[config.mk]
export PLATFORM = sky130hd
export DESIGN_NAME = sdirq_status
export DESIGN_NICKNAME = d
export VERILOG_FILES = /design/src/verilog/sdirq_status.v
export VERILOG_INCLUDE_DIRS = /design/src /design/src/verilog
export SDC_FILE = /design/constraint.sdc
export NUM_CORES = 1
export LEC_CHECK = 0
export ABC_AREA = 0
export BUFFER_PORTS_ARGS = -buffer_cell sky130_fd_sc_hd__clkbuf_2
export CORE_AREA = 5 5 81 83
export CTS_BUF_LIST = sky130_fd_sc_hd__clkbuf_4
export DETAILED_ROUTE_END_ITERATION = 8
export DIE_AREA = 0 0 86 88
export PLACE_DENSITY = 0.89
export SLEW_MARGIN = 20
export SYNTH_ARGS = -nofsm -noshare
export SYNTH_HDL_FRONTEND = slang
export SYNTH_SLANG_ARGS = --single-unit
export TNS_END_PERCENT = 50
[constraint.sdc]
create_clock -name i_ref_clk -period 1.8 [get_ports i_ref_clk]
set_input_delay 0.18 -clock i_ref_clk [delete_from_list [all_inputs] [get_ports i_ref_clk]]
set_output_delay 0.18 -clock i_ref_clk [all_outputs]
set_load 0.005 [all_outputs]
[src/verilog/sdirq_defines.vh]
`ifndef SDIRQ_DEFINES_VH
`define SDIRQ_DEFINES_VH

// =====================================================================
// Register addresses.
`define SDIRQ_ADDR_ENABLE 32'hB000D028
`define SDIRQ_ADDR_STATUS 32'hB000D02C

// =====================================================================
// Status register field positions.
`define SDIRQ_BIT_LINE1 18
`define SDIRQ_BIT_PRESENCE 16
`define SDIRQ_BIT_DI_TIMEOUT 13
`define SDIRQ_BIT_RSP_TIMEOUT 12
`define SDIRQ_BIT_CARD_IRQ 10
`define SDIRQ_BIT_CARD_CHANGE 8
`define SDIRQ_BIT_LINE0 7
`define SDIRQ_TOKEN_HI 6
`define SDIRQ_TOKEN_LO 4
`define SDIRQ_BIT_CRC16_OK 3
`define SDIRQ_BIT_CRC7_OK 2
`define SDIRQ_BIT_CRC_ERR 1
`define SDIRQ_BIT_BLOCK_DONE 0

// =====================================================================
// Enable register field positions and writable mask.
`define SDIRQ_BIT_CHANGE_EN 8
`define SDIRQ_ENABLE_MASK 32'h40007503

// =====================================================================
// Reset values.
`define SDIRQ_RST_ENABLE 32'h00000000
`define SDIRQ_RST_PIN 1'b1
`define SDIRQ_RST_CRC_OK 1'b1
`define SDIRQ_RST_FLAG 1'b0
`define SDIRQ_RST_TOKEN 3'h0

// =====================================================================
// Write CRC token values and the index of the last token bit.
`define SDIRQ_TOKEN_POS 3'h2
`define SDIRQ_TOKEN_NEG 3'h5
`define SDIRQ_TOKEN_PROG 3'h7
`define SDIRQ_TOKEN_LAST 2'h2

`endif

[src/verilog/sdirq_status.v]
`timescale 1ns/1ps
`include "sdirq_defines.vh"
// What this block does
// - Status register at 0xB000_D02C, reset 0x000X_008C with bits 7,3,2 set.
// - Bit 18 mirrors the live line 1 level of port 0.
// - Bit 16 mirrors line 3 of port 0, the card presence sense.
// - Bit 13 sets on data-in start bit time-out; zero otherwise.
// - Bit 12 sets on response start bit time-out, long responses too.
// - Event flags 13,12,10,8 clear by writing one; zero writes keep them.
// - Bit 10 sets when the card signals an interrupt.
// - Bit 8 sets on card insert or remove, only while its enable is one.
// - Bit 7 mirrors the line 0 level of the selected port.
// - Bits 6:4 capture the write CRC token; 010 positive, 101 negative.
// - Token field reads 111 on a card programming error.
// - Bit 3 holds data-in CRC-16 result, bit 2 response CRC-7 result.
// - Bit 1 sets on any CRC error, R3 included; write one clears.
// - Bit 0 sets on block done or aborted multi-block; write one clears.
module sdirq_status (
    input wire i_ref_clk,
    input wire i_reset_n,
    input wire i_psel,
    input wire i_penable,
    input wire i_pwrite,
    input wire [31:0] i_paddr,
    input wire [31:0] i_pwdata,
    output reg o_pready,
    output reg [31:0] o_prdata,
    output reg o_pslverr,
    input wire i_sd_clk,
    input wire i_dat0,
    input wire i_dat1,
    input wire i_dat3,
    input wire i_data_in_timeout,
    input wire i_resp_timeout,
    input wire i_irq_window,
    input wire i_token_arm,
    input wire i_prog_error,
    input wire i_crc16_vld,
    input wire i_crc16_ok,
    input wire i_crc7_vld,
    input wire i_crc7_ok,
    input wire i_block_done,
    input wire i_xfer_abort,
    output reg o_card_change_irq_en
);

    // =================================================================
    // Token capture states, one-hot.
    localparam ST_IDLE = 3'b001;
    localparam ST_START = 3'b010;
    localparam ST_BITS = 3'b100;

    // =================================================================
    // Pin synchronisers: index 0 line 0, 1 line 1, 2 line 3, 3 clock.
    wire [3:0] pin_raw;
    reg [3:0] meta_q;
    reg [3:0] sync_q;
    reg [3:0] prev_q;

    assign pin_raw = {i_sd_clk, i_dat3, i_dat1, i_dat0};

    genvar gi;
    generate
        for (gi = 0; gi < 4; gi = gi + 1) begin : g_sync
            always @(posedge i_ref_clk) begin
                if (!i_reset_n) begin
                    meta_q[gi] <= `SDIRQ_RST_PIN;
                    sync_q[gi] <= `SDIRQ_RST_PIN;
                    prev_q[gi] <= `SDIRQ_RST_PIN;
                end else begin
                    meta_q[gi] <= pin_raw[gi];
                    sync_q[gi] <= meta_q[gi];
                    prev_q[gi] <= sync_q[gi];
                end
            end
        end
    endgenerate

    wire line0 = sync_q[0];
    wire line1 = sync_q[1];
    wire line3 = sync_q[2];
    wire sd_rise = sync_q[3] & ~prev_q[3];
    wire line1_fall = prev_q[1] & ~sync_q[1];
    wire line3_edge = prev_q[2] ^ sync_q[2];

    // =================================================================
    // APB slave decode.
    wire setup = i_psel & ~i_penable;
    wire access = i_psel & i_penable & o_pready;
    wire hit_status = (i_paddr == `SDIRQ_ADDR_STATUS);
    wire hit_enable = (i_paddr == `SDIRQ_ADDR_ENABLE);
    wire wr_status = access & i_pwrite & hit_status;
    wire wr_enable = access & i_pwrite & hit_enable;

    // =================================================================
    // Write CRC token capture on the card clock.
    reg [2:0] state_q;
    reg [2:0] state_d;
    reg [1:0] cnt_q;
    reg [1:0] cnt_d;
    reg [1:0] shift_q;
    reg [1:0] shift_d;
    reg [2:0] token_q;
    reg [2:0] token_d;
    reg token_done;

    always @* begin
        state_d = state_q;
        cnt_d = cnt_q;
        shift_d = shift_q;
        token_done = 1'b0;
        case (state_q)
            ST_IDLE: begin
                if (i_token_arm) begin
                    state_d = ST_START;
                end
            end
            ST_START: begin
                if (sd_rise && !line0) begin
                    state_d = ST_BITS;
                    cnt_d = 2'h0;
                    shift_d = 2'h0;
                end
            end
            ST_BITS: begin
                if (sd_rise) begin
                    shift_d = {shift_q[0], line0};
                    cnt_d = cnt_q + 2'h1;
                    if (cnt_q == `SDIRQ_TOKEN_LAST) begin
                        token_done = 1'b1;
                        state_d = ST_IDLE;
                    end
                end
            end
            default: begin
                state_d = ST_IDLE;
            end
        endcase
    end

    always @* begin
        token_d = token_q;
        if (i_prog_error) begin
            token_d = `SDIRQ_TOKEN_PROG;
        end else if (token_done) begin
            token_d = {shift_q, line0};
        end
    end

    wire token_bad = token_done && ({shift_q, line0} != `SDIRQ_TOKEN_POS);

    // =================================================================
    // Sticky flags: set wins over a write-one clear.
    reg [31:0] enable_q;
    reg [5:0] flag_q;
    wire [5:0] flag_set;
    wire [5:0] flag_clr;
    wire di_to_q = flag_q[0];
    wire rsp_to_q = flag_q[1];
    wire card_irq_q = flag_q[2];
    wire change_q = flag_q[3];
    wire crc_err_q = flag_q[4];
    wire done_q = flag_q[5];
    reg crc16_ok_q;
    reg crc7_ok_q;

    wire set_di_to = i_data_in_timeout;
    wire set_rsp_to = i_resp_timeout;
    wire set_card_irq = i_irq_window & line1_fall;
    wire set_change = line3_edge & enable_q[`SDIRQ_BIT_CHANGE_EN];
    wire crc16_bad = i_crc16_vld & ~i_crc16_ok;
    wire crc7_bad = i_crc7_vld & ~i_crc7_ok;
    wire set_crc_err = crc16_bad | crc7_bad | token_bad;
    wire set_done = i_block_done | i_xfer_abort;

    wire clr_di_to = wr_status & i_pwdata[`SDIRQ_BIT_DI_TIMEOUT];
    wire clr_rsp_to = wr_status & i_pwdata[`SDIRQ_BIT_RSP_TIMEOUT];
    wire clr_card_irq = wr_status & i_pwdata[`SDIRQ_BIT_CARD_IRQ];
    wire clr_change = wr_status & i_pwdata[`SDIRQ_BIT_CARD_CHANGE];
    wire clr_crc_err = wr_status & i_pwdata[`SDIRQ_BIT_CRC_ERR];
    wire clr_done = wr_status & i_pwdata[`SDIRQ_BIT_BLOCK_DONE];

    // =================================================================
    // Flag vectors, one bit per sticky flag cell.
    assign flag_set[0] = set_di_to;
    assign flag_set[1] = set_rsp_to;
    assign flag_set[2] = set_card_irq;
    assign flag_set[3] = set_change;
    assign flag_set[4] = set_crc_err;
    assign flag_set[5] = set_done;
    assign flag_clr[0] = clr_di_to;
    assign flag_clr[1] = clr_rsp_to;
    assign flag_clr[2] = clr_card_irq;
    assign flag_clr[3] = clr_change;
    assign flag_clr[4] = clr_crc_err;
    assign flag_clr[5] = clr_done;

    // =================================================================
    // Sticky flag cells: a set event beats a clear in the same cycle.
    generate
        for (gi = 0; gi < 6; gi = gi + 1) begin : g_flag
            always @(posedge i_ref_clk) begin
                if (!i_reset_n) begin
                    flag_q[gi] <= `SDIRQ_RST_FLAG;
                end else begin
                    flag_q[gi] <= flag_set[gi] | (flag_q[gi] & ~flag_clr[gi]);
                end
            end
        end
    endgenerate

    always @(posedge i_ref_clk) begin
        if (!i_reset_n) begin
            state_q <= ST_IDLE;
            cnt_q <= 2'h0;
            shift_q <= 2'h0;
            token_q <= `SDIRQ_RST_TOKEN;
            enable_q <= `SDIRQ_RST_ENABLE;
            crc16_ok_q <= `SDIRQ_RST_CRC_OK;
            crc7_ok_q <= `SDIRQ_RST_CRC_OK;
        end else begin
            state_q <= state_d;
            cnt_q <= cnt_d;
            shift_q <= shift_d;
            token_q <= token_d;
            if (wr_enable) begin
                enable_q <= i_pwdata & `SDIRQ_ENABLE_MASK;
            end
            if (i_crc16_vld) begin
                crc16_ok_q <= i_crc16_ok;
            end
            if (i_crc7_vld) begin
                crc7_ok_q <= i_crc7_ok;
            end
        end
    end

    // =================================================================
    // Read data assembly.
    reg [31:0] status_word;

    always @* begin
        status_word = 32'h00000000;
        status_word[`SDIRQ_BIT_LINE1] = line1;
        status_word[`SDIRQ_BIT_PRESENCE] = line3;
        status_word[`SDIRQ_BIT_DI_TIMEOUT] = di_to_q;
        status_word[`SDIRQ_BIT_RSP_TIMEOUT] = rsp_to_q;
        status_word[`SDIRQ_BIT_CARD_IRQ] = card_irq_q;
        status_word[`SDIRQ_BIT_CARD_CHANGE] = change_q;
        status_word[`SDIRQ_BIT_LINE0] = line0;
        status_word[`SDIRQ_TOKEN_HI:`SDIRQ_TOKEN_LO] = token_q;
        status_word[`SDIRQ_BIT_CRC16_OK] = crc16_ok_q;
        status_word[`SDIRQ_BIT_CRC7_OK] = crc7_ok_q;
        status_word[`SDIRQ_BIT_CRC_ERR] = crc_err_q;
        status_word[`SDIRQ_BIT_BLOCK_DONE] = done_q;
    end

    // =================================================================
    // Read select: writes and unmapped reads return zero.
    reg [31:0] read_word;

    always @* begin
        read_word = 32'h00000000;
        if (!i_pwrite) begin
            if (hit_status) begin
                read_word = status_word;
            end else if (hit_enable) begin
                read_word = enable_q;
            end
        end
    end

    // =================================================================
    // APB answer: ready one cycle after setup.
    always @(posedge i_ref_clk) begin
        if (!i_reset_n) begin
            o_pready <= 1'b0;
            o_card_change_irq_en <= 1'b0;
        end else begin
            o_pready <= setup;
            o_card_change_irq_en <= enable_q[`SDIRQ_BIT_CHANGE_EN];
        end
    end

    // =================================================================
    // Answer data and error, loaded in the setup cycle.
    always @(posedge i_ref_clk) begin
        if (!i_reset_n) begin
            o_prdata <= 32'h00000000;
            o_pslverr <= 1'b0;
        end else if (setup) begin
            o_pslverr <= ~(hit_status | hit_enable);
            o_prdata <= read_word;
        end else begin
            o_pslverr <= 1'b0;
        end
    end

endmodule // sdirq_status
# Yosys cells after proc, flatten, opt, wreduce, memory -nomap -nowiden
# Index checks and enable logic that the tools add are counted.
dict set report op_classes {
  n_eq_ne 11
  addsub 1
  bitwise 47
  n_mux 18
  reduce_logical 8
}
# cell n
set ops {}
lappend ops {{$mux W31} 3}
lappend ops {{$eq A32 B32 Y1 const B} 2}
lappend ops {{$and A1 B1 Y1} 24}
lappend ops {{$mux W3} 6}
lappend ops {{$not A1 Y1} 12}
lappend ops {{$or A1 B1 Y1} 10}
lappend ops {{$pmux W3 S3} 1}
lappend ops {{$ne A2 B2 Y1 const B} 4}
lappend ops {{$pmux W2 S2} 2}
lappend ops {{$mux W2} 3}
lappend ops {{$reduce_and A4 Y1} 1}
lappend ops {{$reduce_bool A2 Y1} 2}
lappend ops {{$eq A3 B1 Y1 const B} 1}
lappend ops {{$eq A3 B2 Y1 const B} 1}
lappend ops {{$eq A3 B3 Y1 const B} 1}
lappend ops {{$mux W1} 3}
lappend ops {{$ne A3 B2 Y1 const B} 1}
lappend ops {{$reduce_and A3 Y1} 1}
lappend ops {{$add A2 B1 Y2 const B} 1}
lappend ops {{$eq A2 B2 Y1 const B} 1}
lappend ops {{$logic_and A1 B1 Y1} 2}
lappend ops {{$reduce_and A2 Y1} 1}
lappend ops {{$logic_not A1 Y1} 1}
lappend ops {{$xor A1 B1 Y1} 1}
dict set report totals {
  word_cells 113
  ff_bits 72
}

# Logic depth before layout (Yosys ltp)
# Gate-level depths: netlist (run 1).
dict set report logic_depth {
  word_depth 8
  ltp_mapped 6
  depth_no_buf 5
}

# Worst setup path before layout (run 1)
# OpenSTA, ideal clock, no wires.
dict set report synth_timing {
  path_type {input -> register}
  start {input port i_paddr[18]}
  end {register flag_q[4] (netlist: crc_err_q)}
  required_time_ps 1675
  setup_time_ps 125
  t_arrival_ps 1640
  cell_stages 4
  path_slack_ps 35
  cell_sequence {or4_1 -> nor4_4 -> a31oi_1 -> o41a_1}
}
dict set report synth_between {
  elab_chain_len 6
}
# element line_no
set synth_lines {}
lappend synth_lines {{start: declaration} sdirq_status.v:24} ;# input wire [31:0] i_paddr,
lappend synth_lines {{$eq A32 B32 Y1 (no source line)} --}
lappend synth_lines {{$and A1 B1 Y1} sdirq_status.v:92} ;# wire wr_status = access & i_pwrite & hit_status;
lappend synth_lines {{$and A1 B1 Y1} sdirq_status.v:180} ;# wire clr_crc_err = wr_status & i_pwdata[`SDIRQ_BIT_CRC_ERR];
lappend synth_lines {{$not A1 Y1} sdirq_status.v:206} ;# flag_q[gi] <= flag_set[gi] | (flag_q[gi] & ~flag_clr[gi]);
lappend synth_lines {{$and A1 B1 Y1} sdirq_status.v:206}
lappend synth_lines {{$or A1 B1 Y1} sdirq_status.v:206}
lappend synth_lines {{end signal: indexed assignment} sdirq_status.v:204} ;# flag_q[gi] <= `SDIRQ_RST_FLAG;
lappend synth_lines {{end signal: indexed assignment} sdirq_status.v:206}
lappend synth_lines {{end: declaration} sdirq_status.v:155} ;# reg [5:0] flag_q;
# No other way between the ends.
# A chain may end at the register's enable or synchronous reset.

# Final worst setup path (run 1)
dict set report layout_timing {
  start {register state_q[0]}
  end {register cnt_q[1]}
}
dict set report layout_between {
  elab_chain_len 3
  elab_cells_between_ends 7
}
# element line_no
set layout_lines {}
lappend layout_lines {{start: declaration} sdirq_status.v:97} ;# reg [2:0] state_q;
lappend layout_lines {{start signal: assignment} sdirq_status.v:222} ;# state_q <= state_d;
lappend layout_lines {{$eq A3 B2 Y1 / $eq A3 B3 Y1 (equally long branches)} sdirq_status.v:112} ;# case (state_q)
lappend layout_lines {{$ne A2 B2 Y1 (no source line) / $reduce_bool A2 Y1 (equally long branches)} --}
lappend layout_lines {{$reduce_and A3 Y1 (no source line)} --}
lappend layout_lines {{end signal: assignment} sdirq_status.v:223} ;# cnt_q <= cnt_d;
lappend layout_lines {{end: declaration} sdirq_status.v:99} ;# reg [1:0] cnt_q;
# Parallel ways exist; a longest one is shown, timed or not.

==> flow_metrics.env, run 1 <==
export IMPL_status="finished, final reports clean"
export IMPL_cts_setup_buffers=0
export IMPL_clockBufferDepth=2
export IMPL_avgSynthCellArea_um2=9.26
export IMPL_grt_pass1_wl_mm=9.47
export IMPL_synth_ff_latch_count=56
export IMPL_design_area_um2=3130
export IMPL_path_clk_slew_ns=0.16
export IMPL_drc=0
export IMPL_multi_input_area_um2=1140
export IMPL_p_per_area_nw_per_um2=699
export IMPL_postRouteAntennaNets=0
export IMPL_synth_edf_count=0
export IMPL_layout_worst_path_cycle_share_pct=88.2
export IMPL_grt_max_degree=32
export IMPL_crit_path_end="cnt_q[1]$_SDFFE_PN0P_"
export IMPL_synth_yosys_seq_area_share_pct=46.4
export IMPL_cp_end_kind="register"
export IMPL_netSwitchingFraction_pct=23.5
export IMPL_rr_endpoint="cnt_q[1]$_SDFFE_PN0P_"
export IMPL_synth_distinct_cells=43
export IMPL_min_path_type="primary input to register"
export IMPL_grt_overflow=0
export IMPL_die_h_um=88
export IMPL_final_setup_viol_count=0
export IMPL_nets=445
export IMPL_finalHoldViolCount=0
export IMPL_crit_required_ns=2.08
export IMPL_p_seq_share_pct=59.0
export IMPL_p_comb_share_pct=9.6
export IMPL_yosysWarningCount=0
export IMPL_placed_area_um2=2920
export IMPL_cts_inserted_buffers=5
export IMPL_rsz0062_at_grt="false"
export IMPL_reg2reg_from="state_q[0]$_SDFFE_PN1P_"
export IMPL_grt_usage_pct=15.4
export IMPL_initial_utilization_pct=41.8
export IMPL_synthToLayoutAreaGrowth_pct=29.3
export IMPL_dr_pass1_iters=4
export IMPL_p_sw_mw=0.514
export IMPL_whs_ns=0.0267
export IMPL_via_per_inst=5.06
export IMPL_maxCapViolCount=0
export IMPL_cts_sinks=56
export IMPL_clkPwrFrac_pct=31.4
export IMPL_insertedDiodeCount=0
export IMPL_clk_latency_ns=0.38
export IMPL_r2r_setup_slack_ns=0.21
export IMPL_rows=28
export IMPL_drtIter0Drc=176
export IMPL_gp_congestion=0.833
export IMPL_wl_per_cell_um=13.4
export IMPL_r2r_cells=4
export IMPL_die_area_um2=7570
export IMPL_dp_cells=415
export IMPL_antenna_found_initial=0
export IMPL_cp_startpoint="state_q[0]$_SDFFE_PN1P_"
export IMPL_synth_area_leaders="dfxtp_1, mux2i_1, buf_4, nand2_1, a22o_1"
export IMPL_synthArstFlopShare_pct=0
export IMPL_seqCellArea_um2=1120
export IMPL_crit_type="register to register"
export IMPL_vdd_drop_max_v=0.000325
export IMPL_fillCellCount=527
export IMPL_cts_hold_buf=13
export IMPL_cts_tree="done"
export IMPL_synth_flop_cell="dfxtp_1"
export IMPL_worstPathMaxFanout=7
export IMPL_worstPathArrival_ns=1.86
export IMPL_wl_mm=5.82
export IMPL_hpwl_mm=4.48
export IMPL_ios=119
export IMPL_fmaxAchievable_mhz=630
export IMPL_grt_pass1_vias=2178
export IMPL_cts_root_buf="clkbuf_4"
export IMPL_port_buffers=78
export IMPL_finalCriticalPeriod_ns=1.59
export IMPL_synth_top_area_share_pct=46.4
export IMPL_yosys_area_top_type="dfxtp_1"
export IMPL_vias=2208
export IMPL_layout_drive_gt1_share_pct=29.6
export IMPL_leakagePower_nw=1.49
export IMPL_die_w_um=86
export IMPL_cp_start_kind="register"
export IMPL_syn_area_um2=2420
export IMPL_fin_cells=436
export IMPL_syn_inst=261
export IMPL_core_um2=5780
export IMPL_cts_htree_levels=2
export IMPL_drv_slew=0
export IMPL_cts_repair_resized=0
export IMPL_skew_ns=0.0108
export IMPL_internal_power_mw=1.67
==> cells by family after synthesis <==
kind of cell | after synthesis | share of synthesized area [%]
XOR/XNOR | 2 | 0.725
AND/OR/NAND/NOR | 109 | 26.4
multiplexers | 13 | 5.38
adder cells (fa/ha/maj) | 1 | 0.518
other | 1 | 0.155
AO/OA/AOI/OAI | 40 | 11.6
buffers and inverters | 39 | 8.80
flip-flops | 56 | 46.4
==> registers in the layout, indices dropped and copies added, names as in the netlist, 2 cells and up <==
register	count
o_prdata	16
enable_q	8
meta_q	4
prev_q	3
state_q	3
token_q	3
cnt_q	2
shift_q	2
==> cells in the mapped netlist, types with 2 or more instances <==
master / count
dfxtp_1: 56
nand2_1: 32
buf_4: 17
nand2b_1: 14
mux2i_1: 13
nor2_1: 13
nand4_1: 12
a21oi_1: 11
inv_1: 11
a22o_1: 10
clkbuf_1: 8
nand3_1: 7
nor3_1: 5
o21ai_0: 5
nand3b_1: 4
nor2b_1: 4
a31oi_1: 3
o22a_1: 3
a211o_1: 2
a311oi_1: 2
and3_1: 2
and4_1: 2
buf_2: 2
nor4_4: 2
or4_1: 2
or4b_1: 2
==> area by class of cell <==
type                       instances  area share [%]
multi-input combinational        181            36.5
sequential                        56            35.9
timing repair buffer             105            20.8
tap                               75            3.00
clock inverter                     3            1.36
inverter                          11            1.32
clock buffer                       5            1.20
==> metal layers <==
layer | part of all wire [%] | track usage, % | vias to the layer above
li1 | - | - | 1085
met1 | 40 | 18.0 | 1023
met2 | 51 | 27.2 | 84
met3 | 6.9 | 3.57 | 16
met4 | 2.4 | 6.62 | 0
met5 | 0 | 0 | -
==> placed cells by master (no fill, tap or decap), types with 3 or more instances in the layout <==
master         synthesis  final
nor2_1                13     13
a21oi_1               11     11
nand3_1                7      7
nand2_1               32     32
clkbuf_2               0     78
nor3_1                 5      5
o22a_1                 3      3
buf_4                 17     12
a22o_1                10     10
clkbuf_4               0      5
mux2i_1               13     13
inv_1                 11     11
nand4_1               12     12
nand3b_1               4      4
a31oi_1                3      3
o21ai_0                5      5
nor2b_1                4      4
dlygate4sd3_1          0     13
conb_1                 1     16
dfxtp_1               56     56
nand2b_1              14     14
==> metrics by stage <==
stage	setup TNS (ns)	util [%]	total power, mW	setup slack [ns]
finish	0	54.1	2.19	0.213
CTS	0	54.1	2.20	0.225
global placement	-0.501	50.5	1.49	-0.0394
detailed placement	-1.11	50.5	1.50	-0.0841
floorplan	0	-	1.43	0.0345
global route	0	54.1	2.28	0.0765
==> how the worst min path moves through the flow <==
| stage | start | endpoint | slack [ns] | depth (start not counted) |
|---|---|---|---|---|
| CTS | i_pwdata[10] | enable_q[10]$_SDFFE_PN0P_ | 0.006 | 3 |
| finish | i_pwdata[10] | enable_q[10]$_SDFFE_PN0P_ | 0.03 | 3 |
| global route | i_pwdata[10] | enable_q[10]$_SDFFE_PN0P_ | 0.03 | 3 |
| floorplan | i_pwdata[13] | di_to_q$_SDFF_PN0_ | 0.28 | 1 |
| detailed placement | i_dat3 | meta_q[2]$_SDFF_PN1_ | 0.36 | 2 |
| global placement | i_dat3 | meta_q[2]$_SDFF_PN1_ | 0.36 | 2 |
==> power by group through the flow <==
| stage | sequential, mW | combinational [mW] | clock, mW |
|---|---|---|---|
| after floorplan | 1.31 | 0.116 | 0 |
| after global placement | 1.31 | 0.179 | 0 |
| after detailed placement | 1.32 | 0.186 | 0 |
| after CTS | 1.29 | 0.208 | 0.706 |
| after global routing | 1.29 | 0.235 | 0.752 |
| final | 1.29 | 0.211 | 0.686 |
==> worst max-delay path, stage by stage, from the launching register on <==
cell and delay (ns):
dfxtp_1 0.39, or3b_2 0.52, nor3_1 0.35, nand3b_1 0.17, a21oi_1 0.06
No activity file was read; power rests on OpenSTA's default activity.
==> inputs of run 2 (changes only) <==
--- a/config.mk
+++ b/config.mk
@@ -9,4 +9,5 @@
 export ABC_AREA = 0
 export BUFFER_PORTS_ARGS = -buffer_cell sky130_fd_sc_hd__clkbuf_2
+export CAP_MARGIN = 20
 export CORE_AREA = 5 5 81 83
 export CTS_BUF_LIST = sky130_fd_sc_hd__clkbuf_4
==> constraint.sdc (replaced) <==
create_clock -name i_ref_clk -period 1.8 [get_ports i_ref_clk]
set_input_delay 0.09 -clock i_ref_clk [delete_from_list [all_inputs] [get_ports i_ref_clk]]
set_output_delay 0.09 -clock i_ref_clk [all_outputs]
set_load 0.005 [all_outputs]
==> run 2 against run 1 <==
  * Routed wire length is 2.1% lower
  * Setup slack got worse by 0.069 ns
  * Highest routed layer unchanged
  * Critical path type unchanged
  * Critical endpoint unchanged
  * Clock-buffer cell count rose by 2
  * Clock power is 19% lower
  * Total power decreased by 5.7%
  * Maximum frequency shrank 4.2%
==> flow_metrics.env, run 2 (synthesized netlist as in run 1, its figures left out) <==
export IMPL_fin_util_pct=54.0
export IMPL_grt_max_degree=36
export IMPL_dr_pass1_iters=4
export IMPL_port_buffers=78
export IMPL_cts_htree_levels=2
export IMPL_regMostFlops="o_prdata"
export IMPL_drc=0
export IMPL_fin_cells=438
export IMPL_total_power_mw=2.06
export IMPL_reg_largest_list="o_prdata: 16 flops, enable_q: 8 flops, meta_q: 4 flops"
export IMPL_layout_worst_path_cycle_share_pct=92.0
export IMPL_nets=447
export IMPL_cts_setup_buffers=0
export IMPL_die_area_um2=7570
export IMPL_cts_root_buf="clkbuf_4"
export IMPL_finalHoldViolCount=0
export IMPL_crit_type="register to register"
export IMPL_dp_cells=413
export IMPL_cts_sinks=56
export IMPL_cp_end_kind="register"
export IMPL_cp_startpoint="state_q[0]$_SDFFE_PN1P_"
export IMPL_r2r_setup_slack_ns=0.14
export IMPL_rows=28
export IMPL_worstPathArrival_ns=1.90
export IMPL_grt_overflow=0
export IMPL_vdd_drop_max_v=0.000313
export IMPL_path_clk_slew_ns=0.15
export IMPL_postRouteAntennaNets=0
export IMPL_gp_congestion=0.823
export IMPL_drtIter0Drc=119
export IMPL_cts_hold_buf=17
export IMPL_crit_required_ns=2.04
export IMPL_grt_pass1_wl_mm=9.54
export IMPL_hpwl_mm=4.45
export IMPL_status="finished, final reports clean"
export IMPL_hold_path_startpoint="i_crc16_ok"
export IMPL_insertedDiodeCount=0
export IMPL_maxCapViolCount=0
export IMPL_layout_commonest_cell="clkbuf_2"
export IMPL_p_per_area_nw_per_um2=660
export IMPL_largest_reg_flops=16
export IMPL_antenna_found_initial=0
export IMPL_leakagePower_nw=1.49
export IMPL_rsz0062_at_grt="false"
export IMPL_synthToLayoutAreaGrowth_pct=29.1
export IMPL_cp_start_kind="register"
export IMPL_reg2reg_from="state_q[0]$_SDFFE_PN1P_"
export IMPL_cts_repair_resized=0
export IMPL_die_h_um=88
export IMPL_finalCriticalPeriod_ns=1.66
export IMPL_clk_latency_ns=0.37
export IMPL_vias=2193
export IMPL_grt_usage_pct=15.4
export IMPL_die_w_um=86
export IMPL_grt_pass1_vias=2214
export IMPL_clockBufferDepth=2
export IMPL_final_cell_mix="clkbuf_2, dfxtp_1, nand2_1"
export IMPL_fmaxAchievable_mhz=604
export IMPL_final_setup_viol_count=0
export IMPL_wl_per_cell_um=13.0
export IMPL_initial_utilization_pct=41.8
export IMPL_cts_tree="done"
export IMPL_drv_slew=0
export IMPL_cts_inserted_buffers=5
export IMPL_worstPathMaxFanout=7
export IMPL_via_per_inst=5.01
export IMPL_placed_area_um2=2890
export IMPL_core_um2=5780
export IMPL_min_path_type="primary input to register"
export IMPL_layout_drive_gt1_share_pct=28.9
export IMPL_wl_mm=5.70
export IMPL_ios=119
export IMPL_skew_ns=0.0149
export IMPL_pre_cts_slack_ns=-0.0293
export IMPL_design_area_um2=3120
export IMPL_layout_setup_ws_ns=0.144
[run 2: cell count changes in the layout (fill, tap and decap cells not counted)]
cell and delta:
dlygate4sd3_1 +4, buf_4 -1, clkbuf_4 +2, buf_12 -1, clkinv_2 -1, clkinvlp_4 -1
bufinv_16 -1, clkinv_4 +1
[run 2: worst max-delay path, cell delays in order, from the launching register on]
cell	delay [ns]
dfxtp_1	0.40
or3b_2	0.51
nor3_1	0.39
nand3b_1	0.17
a21oi_1	0.06
[run 2: metrics by stage]
step                      TNS (ns)  hold WS [ns]
after global placement           0         0.275
after global routing             0       0.00517
after floorplan                  0         0.191
after detailed placement    -0.143         0.274
final                            0        0.0111
after CTS                        0       0.00406
[run 2: final cells by class]
type | count | area [um2]
clock buffer | 7 | 52.6
fill | 544 | 2660
inverter | 11 | 41.3
multi-input combinational | 181 | 1140
sequential | 56 | 1120
timing repair buffer | 107 | 663
tap | 75 | 93.8
clock inverter | 1 | 8.76
[run 2: path summary, 6_finish.rpt]
| kind | endpoint | cells past startpoint |
|---|---|---|
| max | cnt_q[1]$_SDFFE_PN0P_ | 4 |
| min | crc16_ok_q$_SDFFE_PN1P_ | 3 |
| max reg2reg | cnt_q[1]$_SDFFE_PN0P_ | 4 |
| min reg2reg | line3$_SDFF_PN1_ | 1 |
[run 2: metal layers]
layer	share of wire [%]	vias up	GRT usage (%)
li1	-	1090	-
met1	41	1017	18.3
met2	50	78	27.4
met3	6.8	8	3.48
met4	1.4	0	5.47
met5	0	-	0
[run 2: where the power goes]
part           total (mW)  switching [mW]  internal, mW  leakage, nW
registers            1.29          0.0180          1.27        0.457
clock network       0.558           0.370         0.188       0.0363
logic               0.214           0.101         0.113        0.995
total                2.06           0.488          1.57         1.49
